[src/rtl/hdp_pkg.sv]
// hdp_pkg: constants and carrier types for the hub downstream port manager.
// assumes a 10 MHz device clock and a 32-bit APB register bus.
package hdp_pkg;

  // ==========================================================
  // geometry
  localparam int unsigned NPORT = 7;
  localparam int unsigned CNT_W = 5;

  // ==========================================================
  // register byte offsets
  localparam logic [7:0] OFF_CONNECT = 8'h00;
  localparam logic [7:0] OFF_SPEED = 8'h04;
  localparam logic [7:0] OFF_ENABLE = 8'h08;
  localparam logic [7:0] OFF_FORCE = 8'h0c;
  localparam logic [7:0] OFF_SUSPEND = 8'h10;
  localparam logic [7:0] OFF_HUBCTL = 8'h14;

  // ==========================================================
  // field positions and reset values
  localparam int unsigned HUBCTL_IRQ_EN = 0;
  localparam int unsigned HUBCTL_SUSP = 1;
  localparam logic [6:0] PORTS_RST = 7'h00;
  localparam logic [13:0] FORCE_RST = 14'h0000;
  localparam logic [1:0] HUBCTL_RST = 2'h0;

  // ==========================================================
  // per-port forcing codes
  localparam logic [1:0] FORCE_NONE = 2'h0;
  localparam logic [1:0] FORCE_DIFF1 = 2'h1;
  localparam logic [1:0] FORCE_DIFF0 = 2'h2;
  localparam logic [1:0] FORCE_SE0 = 2'h3;

  // ==========================================================
  // timing
  localparam int unsigned CLK_PERIOD_NS = 100;
  localparam int unsigned CONN_TIME_NS = 2500;
  localparam int unsigned DISC_MIN_NS = 2000;
  // connect needs strictly more than the time
  localparam logic [CNT_W-1:0] CONN_CYC = CNT_W'(CONN_TIME_NS / CLK_PERIOD_NS + 1);
  // least disconnect time, rounded up
  localparam logic [CNT_W-1:0] DISC_CYC = CNT_W'((DISC_MIN_NS + CLK_PERIOD_NS - 1) / CLK_PERIOD_NS);

  // ==========================================================
  // carriers
  typedef struct packed {
    logic [NPORT-1:0] dp;
    logic [NPORT-1:0] dm;
  } hdp_line_t;

  typedef struct packed {
    logic [NPORT-1:0] dp;
    logic [NPORT-1:0] dm;
    logic [NPORT-1:0] oe;
    logic [NPORT-1:0] low_edge;
  } hdp_drive_t;

endpackage : hdp_pkg

[src/rtl/hdp_qualifier.sv]
// hdp_qualifier: timed connect/disconnect qualification for one port.
// assumes line inputs synchronous to clk_i.
`timescale 1ns/1ps
`default_nettype none

module hdp_qualifier (
  // clock and reset
  input wire logic clk_i,
  input wire logic reset_i,
  input wire logic bus_reset_i,
  // line and state
  input wire logic dp_i,
  input wire logic dm_i,
  input wire logic connected_i,
  // events
  output logic connect_o,
  output logic low_speed_o,
  output logic disconnect_o
);

  logic [hdp_pkg::CNT_W-1:0] cnt_q;
  logic [hdp_pkg::CNT_W-1:0] cnt_d;
  logic se0;
  logic watch;
  logic hit;

  // ==========================================================
  // qualification counter
  always_comb
  begin
    se0 = ~dp_i & ~dm_i;
    // count the state that would change the recorded status
    watch = connected_i ? se0 : ~se0;
    hit = 1'b0;
    cnt_d = '0;
    if (watch)
    begin
      if (connected_i)
      begin
        hit = (cnt_q == hdp_pkg::DISC_CYC - 1'b1);
      end
      else
      begin
        hit = (cnt_q == hdp_pkg::CONN_CYC - 1'b1);
      end
      cnt_d = hit ? '0 : cnt_q + 1'b1;
    end
    if (bus_reset_i)
    begin
      cnt_d = '0;
      hit = 1'b0;
    end
  end

  always_ff @(posedge clk_i or posedge reset_i)
  begin
    if (reset_i)
    begin
      cnt_q <= '0;
    end
    else
    begin
      cnt_q <= cnt_d;
    end
  end

  assign connect_o = hit & ~connected_i;
  assign disconnect_o = hit & connected_i;
  assign low_speed_o = ~dp_i & dm_i;

endmodule : hdp_qualifier

`default_nettype wire

[src/rtl/hdp_port_manager.sv]
// hdp_port_manager: downstream port manager of a hub repeater, seven ports.
// assumes an APB master on the register side, synchronous line samples,
// and upstream repeater status and end-of-frame-2 strobe from the hub core.
//
// Decided for this implementation: the register addresses and the APB register port.
`timescale 1ns/1ps
`default_nettype none

// Contract
// - low-speed attach sets connect, raises interrupt
// - full-speed attach sets connect, clears speed
// - connect only after non-SE0 beyond 2.5 us
// - SE0 for 2.0 us clears connect, interrupt
// - connect bits per port, bit 7 zero
// - resets clear connect, hardware then updates
// - speed bit one means low speed
// - enable bit opens port both directions
// - enabled unsuspended port forwards unless babbling
// - no full-speed downstream traffic to low-speed ports
// - enable waits for end of current packet
// - interrupt on events while suspended, disabled ports
// - resets clear enables, bit 7 zero
// - babble at EOF2 clears port enable
// - two-bit field per port governs line drive
// - forced lines use the port speed edge rate
// - force fields survive USB bus reset
// - 00 none, 01 diff1, 10 diff0, 11 SE0
module hdp_port_manager (
  // clock and resets
  input wire logic clk_i,
  input wire logic reset_i,
  input wire logic bus_reset_i,
  // apb slave
  input wire logic psel_i,
  input wire logic penable_i,
  input wire logic pwrite_i,
  input wire logic [7:0] paddr_i,
  input wire logic [31:0] pwdata_i,
  output logic [31:0] prdata_o,
  output logic pready_o,
  output logic pslverr_o,
  // downstream lines
  input wire hdp_pkg::hdp_line_t line_i,
  output hdp_pkg::hdp_drive_t drive_o,
  // upstream repeater side
  input wire logic us_active_i,
  input wire logic us_full_speed_i,
  input wire logic us_dp_i,
  input wire logic us_dm_i,
  input wire logic eof2_i,
  output logic [hdp_pkg::NPORT-1:0] us_forward_o,
  // status
  output logic [hdp_pkg::NPORT-1:0] port_enabled_o,
  output logic hub_irq_o
);

  localparam int unsigned N = hdp_pkg::NPORT;

  // ==========================================================
  // per-port qualifiers
  logic [N-1:0] conn_evt;
  logic [N-1:0] disc_evt;
  logic [N-1:0] ls_evt;
  logic [N-1:0] conn_q;

  genvar gi;
  generate
    for (gi = 0; gi < N; gi++)
    begin : g_port
      hdp_qualifier u_qual (
        .clk_i(clk_i),
        .reset_i(reset_i),
        .bus_reset_i(bus_reset_i),
        .dp_i(line_i.dp[gi]),
        .dm_i(line_i.dm[gi]),
        .connected_i(conn_q[gi]),
        .connect_o(conn_evt[gi]),
        .low_speed_o(ls_evt[gi]),
        .disconnect_o(disc_evt[gi])
      );
    end
  endgenerate

  // ==========================================================
  // apb handshake, one wait state
  logic pready_q;
  logic pready_d;
  logic pslverr_q;
  logic pslverr_d;
  logic [31:0] prdata_q;
  logic [31:0] prdata_d;
  logic wr;
  logic mapped;

  logic [N-1:0] speed_q;
  logic [N-1:0] en_q;
  logic [N-1:0] pend_q;
  logic [2*N-1:0] force_q;
  logic [N-1:0] susp_q;
  logic [1:0] hubctl_q;

  always_comb
  begin
    case (paddr_i)
      hdp_pkg::OFF_CONNECT,
      hdp_pkg::OFF_SPEED,
      hdp_pkg::OFF_ENABLE,
      hdp_pkg::OFF_FORCE,
      hdp_pkg::OFF_SUSPEND,
      hdp_pkg::OFF_HUBCTL: mapped = 1'b1;
      default: mapped = 1'b0;
    endcase
    pready_d = psel_i & penable_i & ~pready_q;
    pslverr_d = pready_d & ~mapped;
    prdata_d = '0;
    if (pready_d & ~pwrite_i)
    begin
      case (paddr_i)
        hdp_pkg::OFF_CONNECT: prdata_d = {25'h0000000, conn_q};
        hdp_pkg::OFF_SPEED: prdata_d = {25'h0000000, speed_q};
        hdp_pkg::OFF_ENABLE: prdata_d = {25'h0000000, en_q};
        hdp_pkg::OFF_FORCE: prdata_d = {18'h00000, force_q};
        hdp_pkg::OFF_SUSPEND: prdata_d = {25'h0000000, susp_q};
        hdp_pkg::OFF_HUBCTL: prdata_d = {30'h00000000, hubctl_q};
        default: prdata_d = '0;
      endcase
    end
    // writes land at the edge where pready is seen high
    wr = psel_i & penable_i & pready_q & pwrite_i;
  end

  always_ff @(posedge clk_i or posedge reset_i)
  begin
    if (reset_i)
    begin
      pready_q <= 1'b0;
      pslverr_q <= 1'b0;
      prdata_q <= '0;
    end
    else
    begin
      pready_q <= pready_d;
      pslverr_q <= pslverr_d;
      prdata_q <= prdata_d;
    end
  end

  assign pready_o = pready_q;
  assign pslverr_o = pslverr_q;
  assign prdata_o = prdata_q;

  // ==========================================================
  // connect and speed status
  logic [N-1:0] conn_d;
  logic [N-1:0] speed_d;

  always_comb
  begin
    conn_d = conn_q;
    speed_d = speed_q;
    if (wr && paddr_i == hdp_pkg::OFF_CONNECT)
    begin
      conn_d = pwdata_i[N-1:0];
    end
    if (wr && paddr_i == hdp_pkg::OFF_SPEED)
    begin
      speed_d = pwdata_i[N-1:0];
    end
    // hardware events win over a same-cycle write
    conn_d = (conn_d | conn_evt) & ~disc_evt;
    speed_d = (speed_d & ~(conn_evt & ~ls_evt)) | (conn_evt & ls_evt);
    if (bus_reset_i)
    begin
      conn_d = hdp_pkg::PORTS_RST;
      speed_d = hdp_pkg::PORTS_RST;
    end
  end

  always_ff @(posedge clk_i or posedge reset_i)
  begin
    if (reset_i)
    begin
      conn_q <= hdp_pkg::PORTS_RST;
      speed_q <= hdp_pkg::PORTS_RST;
    end
    else
    begin
      conn_q <= conn_d;
      speed_q <= speed_d;
    end
  end

  // ==========================================================
  // port enables, deferred enabling and babble
  logic [N-1:0] en_d;
  logic [N-1:0] pend_d;
  logic [N-1:0] line_idle;
  logic [N-1:0] babble;

  always_comb
  begin
    // idle is J: full speed dp high, low speed dm high
    line_idle = (line_i.dp & ~line_i.dm & ~speed_q) | (~line_i.dp & line_i.dm & speed_q);
    babble = '0;
    if (eof2_i)
    begin
      babble = en_q & (~line_idle | {N{us_active_i}});
    end
    en_d = en_q;
    pend_d = pend_q;
    if (wr && paddr_i == hdp_pkg::OFF_ENABLE)
    begin
      en_d = en_q & pwdata_i[N-1:0];
      pend_d = pwdata_i[N-1:0] & ~en_q;
    end
    if (!us_active_i)
    begin
      en_d = en_d | pend_d;
      pend_d = '0;
    end
    en_d = en_d & ~babble;
    pend_d = pend_d & ~babble;
    if (bus_reset_i)
    begin
      en_d = hdp_pkg::PORTS_RST;
      pend_d = hdp_pkg::PORTS_RST;
    end
  end

  always_ff @(posedge clk_i or posedge reset_i)
  begin
    if (reset_i)
    begin
      en_q <= hdp_pkg::PORTS_RST;
      pend_q <= hdp_pkg::PORTS_RST;
    end
    else
    begin
      en_q <= en_d;
      pend_q <= pend_d;
    end
  end

  // ==========================================================
  // force fields, suspend bits and hub control
  logic [2*N-1:0] force_d;
  logic [N-1:0] susp_d;
  logic [1:0] hubctl_d;

  always_comb
  begin
    force_d = force_q;
    susp_d = susp_q;
    hubctl_d = hubctl_q;
    if (wr && paddr_i == hdp_pkg::OFF_FORCE)
    begin
      force_d = pwdata_i[2*N-1:0];
    end
    if (wr && paddr_i == hdp_pkg::OFF_SUSPEND)
    begin
      susp_d = pwdata_i[N-1:0];
    end
    if (wr && paddr_i == hdp_pkg::OFF_HUBCTL)
    begin
      hubctl_d = pwdata_i[1:0];
    end
    // force fields deliberately kept through bus reset
    if (bus_reset_i)
    begin
      susp_d = hdp_pkg::PORTS_RST;
    end
  end

  always_ff @(posedge clk_i or posedge reset_i)
  begin
    if (reset_i)
    begin
      force_q <= hdp_pkg::FORCE_RST;
      susp_q <= hdp_pkg::PORTS_RST;
      hubctl_q <= hdp_pkg::HUBCTL_RST;
    end
    else
    begin
      force_q <= force_d;
      susp_q <= susp_d;
      hubctl_q <= hubctl_d;
    end
  end

  // ==========================================================
  // line drive and forwarding
  hdp_pkg::hdp_drive_t drive_d;
  hdp_pkg::hdp_drive_t drive_q;
  logic [N-1:0] fwd_d;
  logic [N-1:0] fwd_q;
  logic [N-1:0] active;
  logic irq_d;
  logic irq_q;

  always_comb
  begin
    active = en_q & ~susp_q & {N{~hubctl_q[hdp_pkg::HUBCTL_SUSP]}};
    fwd_d = active;
    drive_d.low_edge = speed_q;
    for (int i = 0; i < N; i++)
    begin
      drive_d.dp[i] = us_dp_i;
      drive_d.dm[i] = us_dm_i;
      drive_d.oe[i] = active[i] & us_active_i & ~(speed_q[i] & us_full_speed_i);
      case (force_q[2*i +: 2])
        hdp_pkg::FORCE_NONE:
        begin
          drive_d.oe[i] = drive_d.oe[i];
        end
        hdp_pkg::FORCE_DIFF1:
        begin
          drive_d.dp[i] = 1'b1;
          drive_d.dm[i] = 1'b0;
          drive_d.oe[i] = 1'b1;
        end
        hdp_pkg::FORCE_DIFF0:
        begin
          drive_d.dp[i] = 1'b0;
          drive_d.dm[i] = 1'b1;
          drive_d.oe[i] = 1'b1;
        end
        hdp_pkg::FORCE_SE0:
        begin
          drive_d.dp[i] = 1'b0;
          drive_d.dm[i] = 1'b0;
          drive_d.oe[i] = 1'b1;
        end
        default:
        begin
          drive_d.oe[i] = 1'b0;
        end
      endcase
    end
    // raised on any port change, enabled or not, suspended or not
    irq_d = hubctl_q[hdp_pkg::HUBCTL_IRQ_EN] & |(conn_evt | disc_evt);
  end

  always_ff @(posedge clk_i or posedge reset_i)
  begin
    if (reset_i)
    begin
      drive_q <= '0;
      fwd_q <= '0;
      irq_q <= 1'b0;
    end
    else
    begin
      drive_q <= drive_d;
      fwd_q <= fwd_d;
      irq_q <= irq_d;
    end
  end

  assign drive_o = drive_q;
  assign us_forward_o = fwd_q;
  assign hub_irq_o = irq_q;
  assign port_enabled_o = en_q;

endmodule : hdp_port_manager

`default_nettype wire

[config.mk]
export PLATFORM = sky130hd
export DESIGN_NAME = hdp_port_manager
export DESIGN_NICKNAME = d
export VERILOG_FILES = /design/src/rtl/hdp_pkg.sv /design/src/rtl/hdp_qualifier.sv /design/src/rtl/hdp_port_manager.sv
export SDC_FILE = /design/constraint.sdc
export NUM_CORES = 1
export LEC_CHECK = 0
export BUFFER_PORTS_ARGS = -buffer_cell sky130_fd_sc_hd__buf_4
export CAP_MARGIN = 20
export CORE_MARGIN = 2
export CORE_UTILIZATION = 50
export CTS_BUF_LIST = sky130_fd_sc_hd__clkbuf_16
export DETAILED_ROUTE_END_ITERATION = 6
export PLACE_DENSITY = 0.82
export SYNTH_ARGS = -nofsm -noshare
export SYNTH_HDL_FRONTEND = slang
export SYNTH_SLANG_ARGS = --single-unit
[constraint.sdc]
create_clock -name clk_i -period 8.7 [get_ports clk_i]
set_clock_uncertainty 0.1 [all_clocks]
set_input_delay 1.305 -clock clk_i [delete_from_list [all_inputs] [get_ports clk_i]]
set_output_delay 1.305 -clock clk_i [all_outputs]
set_load 0.02 [all_outputs]
==> run_results.csv <==
group,metric,value,unit
clock_network,clockBufferDepth,2,
logic_synthesis,avgSynthCellArea,10.90,µm²
floorplanning,fp.dieH,119.5,µm
clock_network,insertion_delay,0.42,ns
floorplanning,num_io_pins,142,
logic_synthesis,synth_seq_area_share,51.75,%
logic_synthesis,ys.flop_type,"dfrtp_1",
route,wl,17.36,mm
clock_network,cts_tree,"built",
sta,fin_crit,3.517,ns
layout,fill_cells,984,
clock_network,ctsResizeCount,0,
clock_network,h-tree-depth,4,
worst_setup_path,critPathArrivalTime,3.75,ns
logic_synthesis,ys_warn_count,0,
worst_setup_path,regToRegSetupSlack,5.84,ns
placed_design,port_buffers,105,
route,drt-pass1-iter-count,5,
worst_setup_path,crit_path_max_incr_delay,0.87,ns
logic_synthesis,synth_seq_cells,138,
hold_path,min_from,"susp_q[5]",
layout,layout-drive-gt1-share,26.06,%
layout,nets,788,
job,drv_cap,0,
worst_setup_path,required,8.93,ns
route,route.detailed.drc,0,
outcome,status,"completed",
hold_path,hold_path_class,"reg2reg",
worst_setup_path,crit_type,"in2reg",
logic_synthesis,synth.distinct_cells,58,
grt,antenna_found_initial,0,
hold_path,hold_depth,1,
sta,tightest_slew,1.034,ns
worst_setup_path,crit_slowest_cell,"nand4_1",
grt,grt_pass1_vias,5480,
route,wire_per_inst,19.19,µm
worst_setup_path,reg2regPathDepth,4,
sta,setup_viol,0,
logic_synthesis,synth-edff-count,0,
sta,max_freq,284.3,MHz
power,powerDensity,189.0,nW/µm²
clock_network,ctsHoldBuffers,0,
worst_setup_path,timing.rr.end,"pend_q[5]",
worst_setup_path,critPathCaptureType,"flop",
clock_network,clock_sinks,138,
logic_synthesis,synth_top_area_share,51.75,%
route,drt_iter0_drc,495,
placed_design,gp_congestion,0.8722,
clock_network,post_cts_buffers,0,
floorplanning,fp.dieW,119.5,µm
worst_setup_path,worstPathCellList,"buf_4, nor4_4, nand4_1, or3b_2, a31oi_1",
sta,finalHoldViolations,0,
placed_design,dp_slack,4.843,ns
worst_setup_path,worstReg2RegStart,"pready_o",
power,leakage,3.680,nW
clock_network,cts_root_buf,"clkbuf_16",
worst_setup_path,crit_path_max_fanout,28,
worst_setup_path,cp-start-kind,"primary input",
floorplanning,initial_utilization,50.79,%
grt,grt-ovfl-total,0,
hold_path,min_to,"us_forward_o[5]",
clock_network,cts_buffers,17,
logic_synthesis,syn_inst,612,
layout,syn_to_final_growth,22.39,%
floorplanning,rows,42,
logic_synthesis,synth_area,6673,µm²
sta,period_share,40.42,%
grt,grt_first_pass_wirelength,27.83,mm
route,vias_per_cell,6.028,
sta,rsz0062_at_grt,"no",
floorplanning,die-area,14290,µm²
logic_synthesis,yosys.area.top_type,"dfrtp_1",
sta,slew_headroom,30.50,%
sta,tns,0,ns
sta,maxSlewViolCount,0,
sta,worst_slack,5.183,ns
floorplanning,core,13140,µm²
logic_synthesis,synthTopCellsByArea,"dfrtp_1 (52%), nor2_1 (4.7%), mux2_2 (3.4%)",
grt,track_usage,24.90,%
clock_network,clk_pin_slew_worst_paths,0.06,ns
route,drtAntennaViolNets,0,
power,irDropWorstVdd,0.1234,mV
layout,n_antenna_cell,0,
placed_design,dp_hpwl,11.48,mm
grt,grt_max_degree,79,
route,vias,5455,
logic_synthesis,ys_async_sr_fraction,100.0,%
-- cell families (layout without fill, tap and decap cells) --
kind of cell | after synthesis | after routing | share of synthesized area [%]
compound gates | 101 | 101 | 11.34
xor+xnor | 21 | 21 | 2.756
fa+ha+maj | 7 | 7 | 1.313
buf+inv | 46 | 146 | 3.844
flops | 138 | 138 | 51.75
mux | 39 | 39 | 6.788
other cells | 1 | 18 | 0.05620
simple gates | 259 | 259 | 22.14
-- synth_stat cells (3+ instances only) --
master,instances
ha_1,7
nor3b_1,11
a211o_1,4
clkbuf_1,15
or3_1,8
xor2_1,14
mux2i_1,16
and3_1,4
nand4_1,7
a221oi_1,6
inv_1,8
mux4_2,3
nand2_1,29
o21a_1,7
nor3_1,17
nand3_1,19
a21o_1,3
xnor2_1,7
mux2_2,20
o211ai_1,8
a22oi_1,6
nor2_1,83
nand3b_1,26
dfrtp_1,138
a31oi_1,18
nand2b_1,5
a311o_1,7
o2bb2ai_1,3
a2111oi_0,7
nor2b_1,5
a21oi_1,12
and2_1,7
a211oi_1,11
or3b_2,16
buf_4,18
or3b_1,5
-- worst max-delay path, delay by kind of cell --
kind                   cells  cell delay (ns)
AO/OA/AOI/OAI              1             0.21
buffers and inverters      1             0.14
AND/OR/NAND/NOR            3             2.09
-- how the worst max path moves through the flow --
stage,from,to,slack (ns),cells past startpoint
floorplan,reset_i,conn_q[0],3.60,1
global placement,paddr_i[5],pend_q[3],5.00,5
detailed placement,paddr_i[5],pend_q[5],4.84,5
CTS,paddr_i[5],pend_q[5],5.27,5
global route,paddr_i[5],pend_q[2],5.08,5
finish,paddr_i[5],pend_q[5],5.18,5
-- power breakdown --
part	internal [W]	total [W]	switching, W
clock network	0.000486	0.000779	0.000293
logic	0.0000356	0.000104	0.0000680
registers	0.000652	0.000661	0.00000849
total	0.00117	0.00154	0.000370
-- layer usage --
metal / track usage (%) / routed length [µm]
met5: 0 / 0
met4: 12.72 / 595
met3: 5.466 / 1354
met2: 41.46 / 8823
met1: 30.57 / 6590
-- cell usage in the layout, fill, tap and decap left out, drive strengths merged, types with 19 or more instances in the layout --
master	instances
nand2	29
buf	106
nand3	19
nor2	84
or3b	21
mux2	20
dfrtp	138
nand3b	26
-- stage by stage --
stage,util [%],power (W),cell area (µm²),instances,hold slack (ns)
after floorplan,-,0.0007337,6736,629,0.3205
after detailed placement,57.30,0.0007745,7528,873,0.3586
final,62.16,0.001544,8167,905,0.3895
after global routing,62.16,0.001589,8167,905,0.4121
after CTS,62.16,0.001548,8167,905,0.3823
after global placement,57.30,0.0007699,7528,873,0.3699
-- layout make-up --
cell class	count	area, µm²	area share, %
multi-input combinational	445	3027	37.06
clock buffer	17	425.4	5.209
clock inverter	15	212.7	2.605
inverter	8	32.53	0.3983
sequential	138	3453	42.29
tap	176	220.2	2.696
timing repair buffer	106	795.8	9.744
-- sequential cells by signal, summed over array words and instances, names as in the netlist --
signal / flops
hub_irq_o: 1
prdata_o: 14
pend_q: 7
g_port.u_qual.cnt_q: 35
conn_q: 7
drive_o: 28
susp_q: 7
us_forward_o: 7
port_enabled_o: 7
hubctl_q: 2
speed_q: 7
force_q: 14
pready_o: 1
pslverr_o: 1
(Power assumes the default switching activity.)
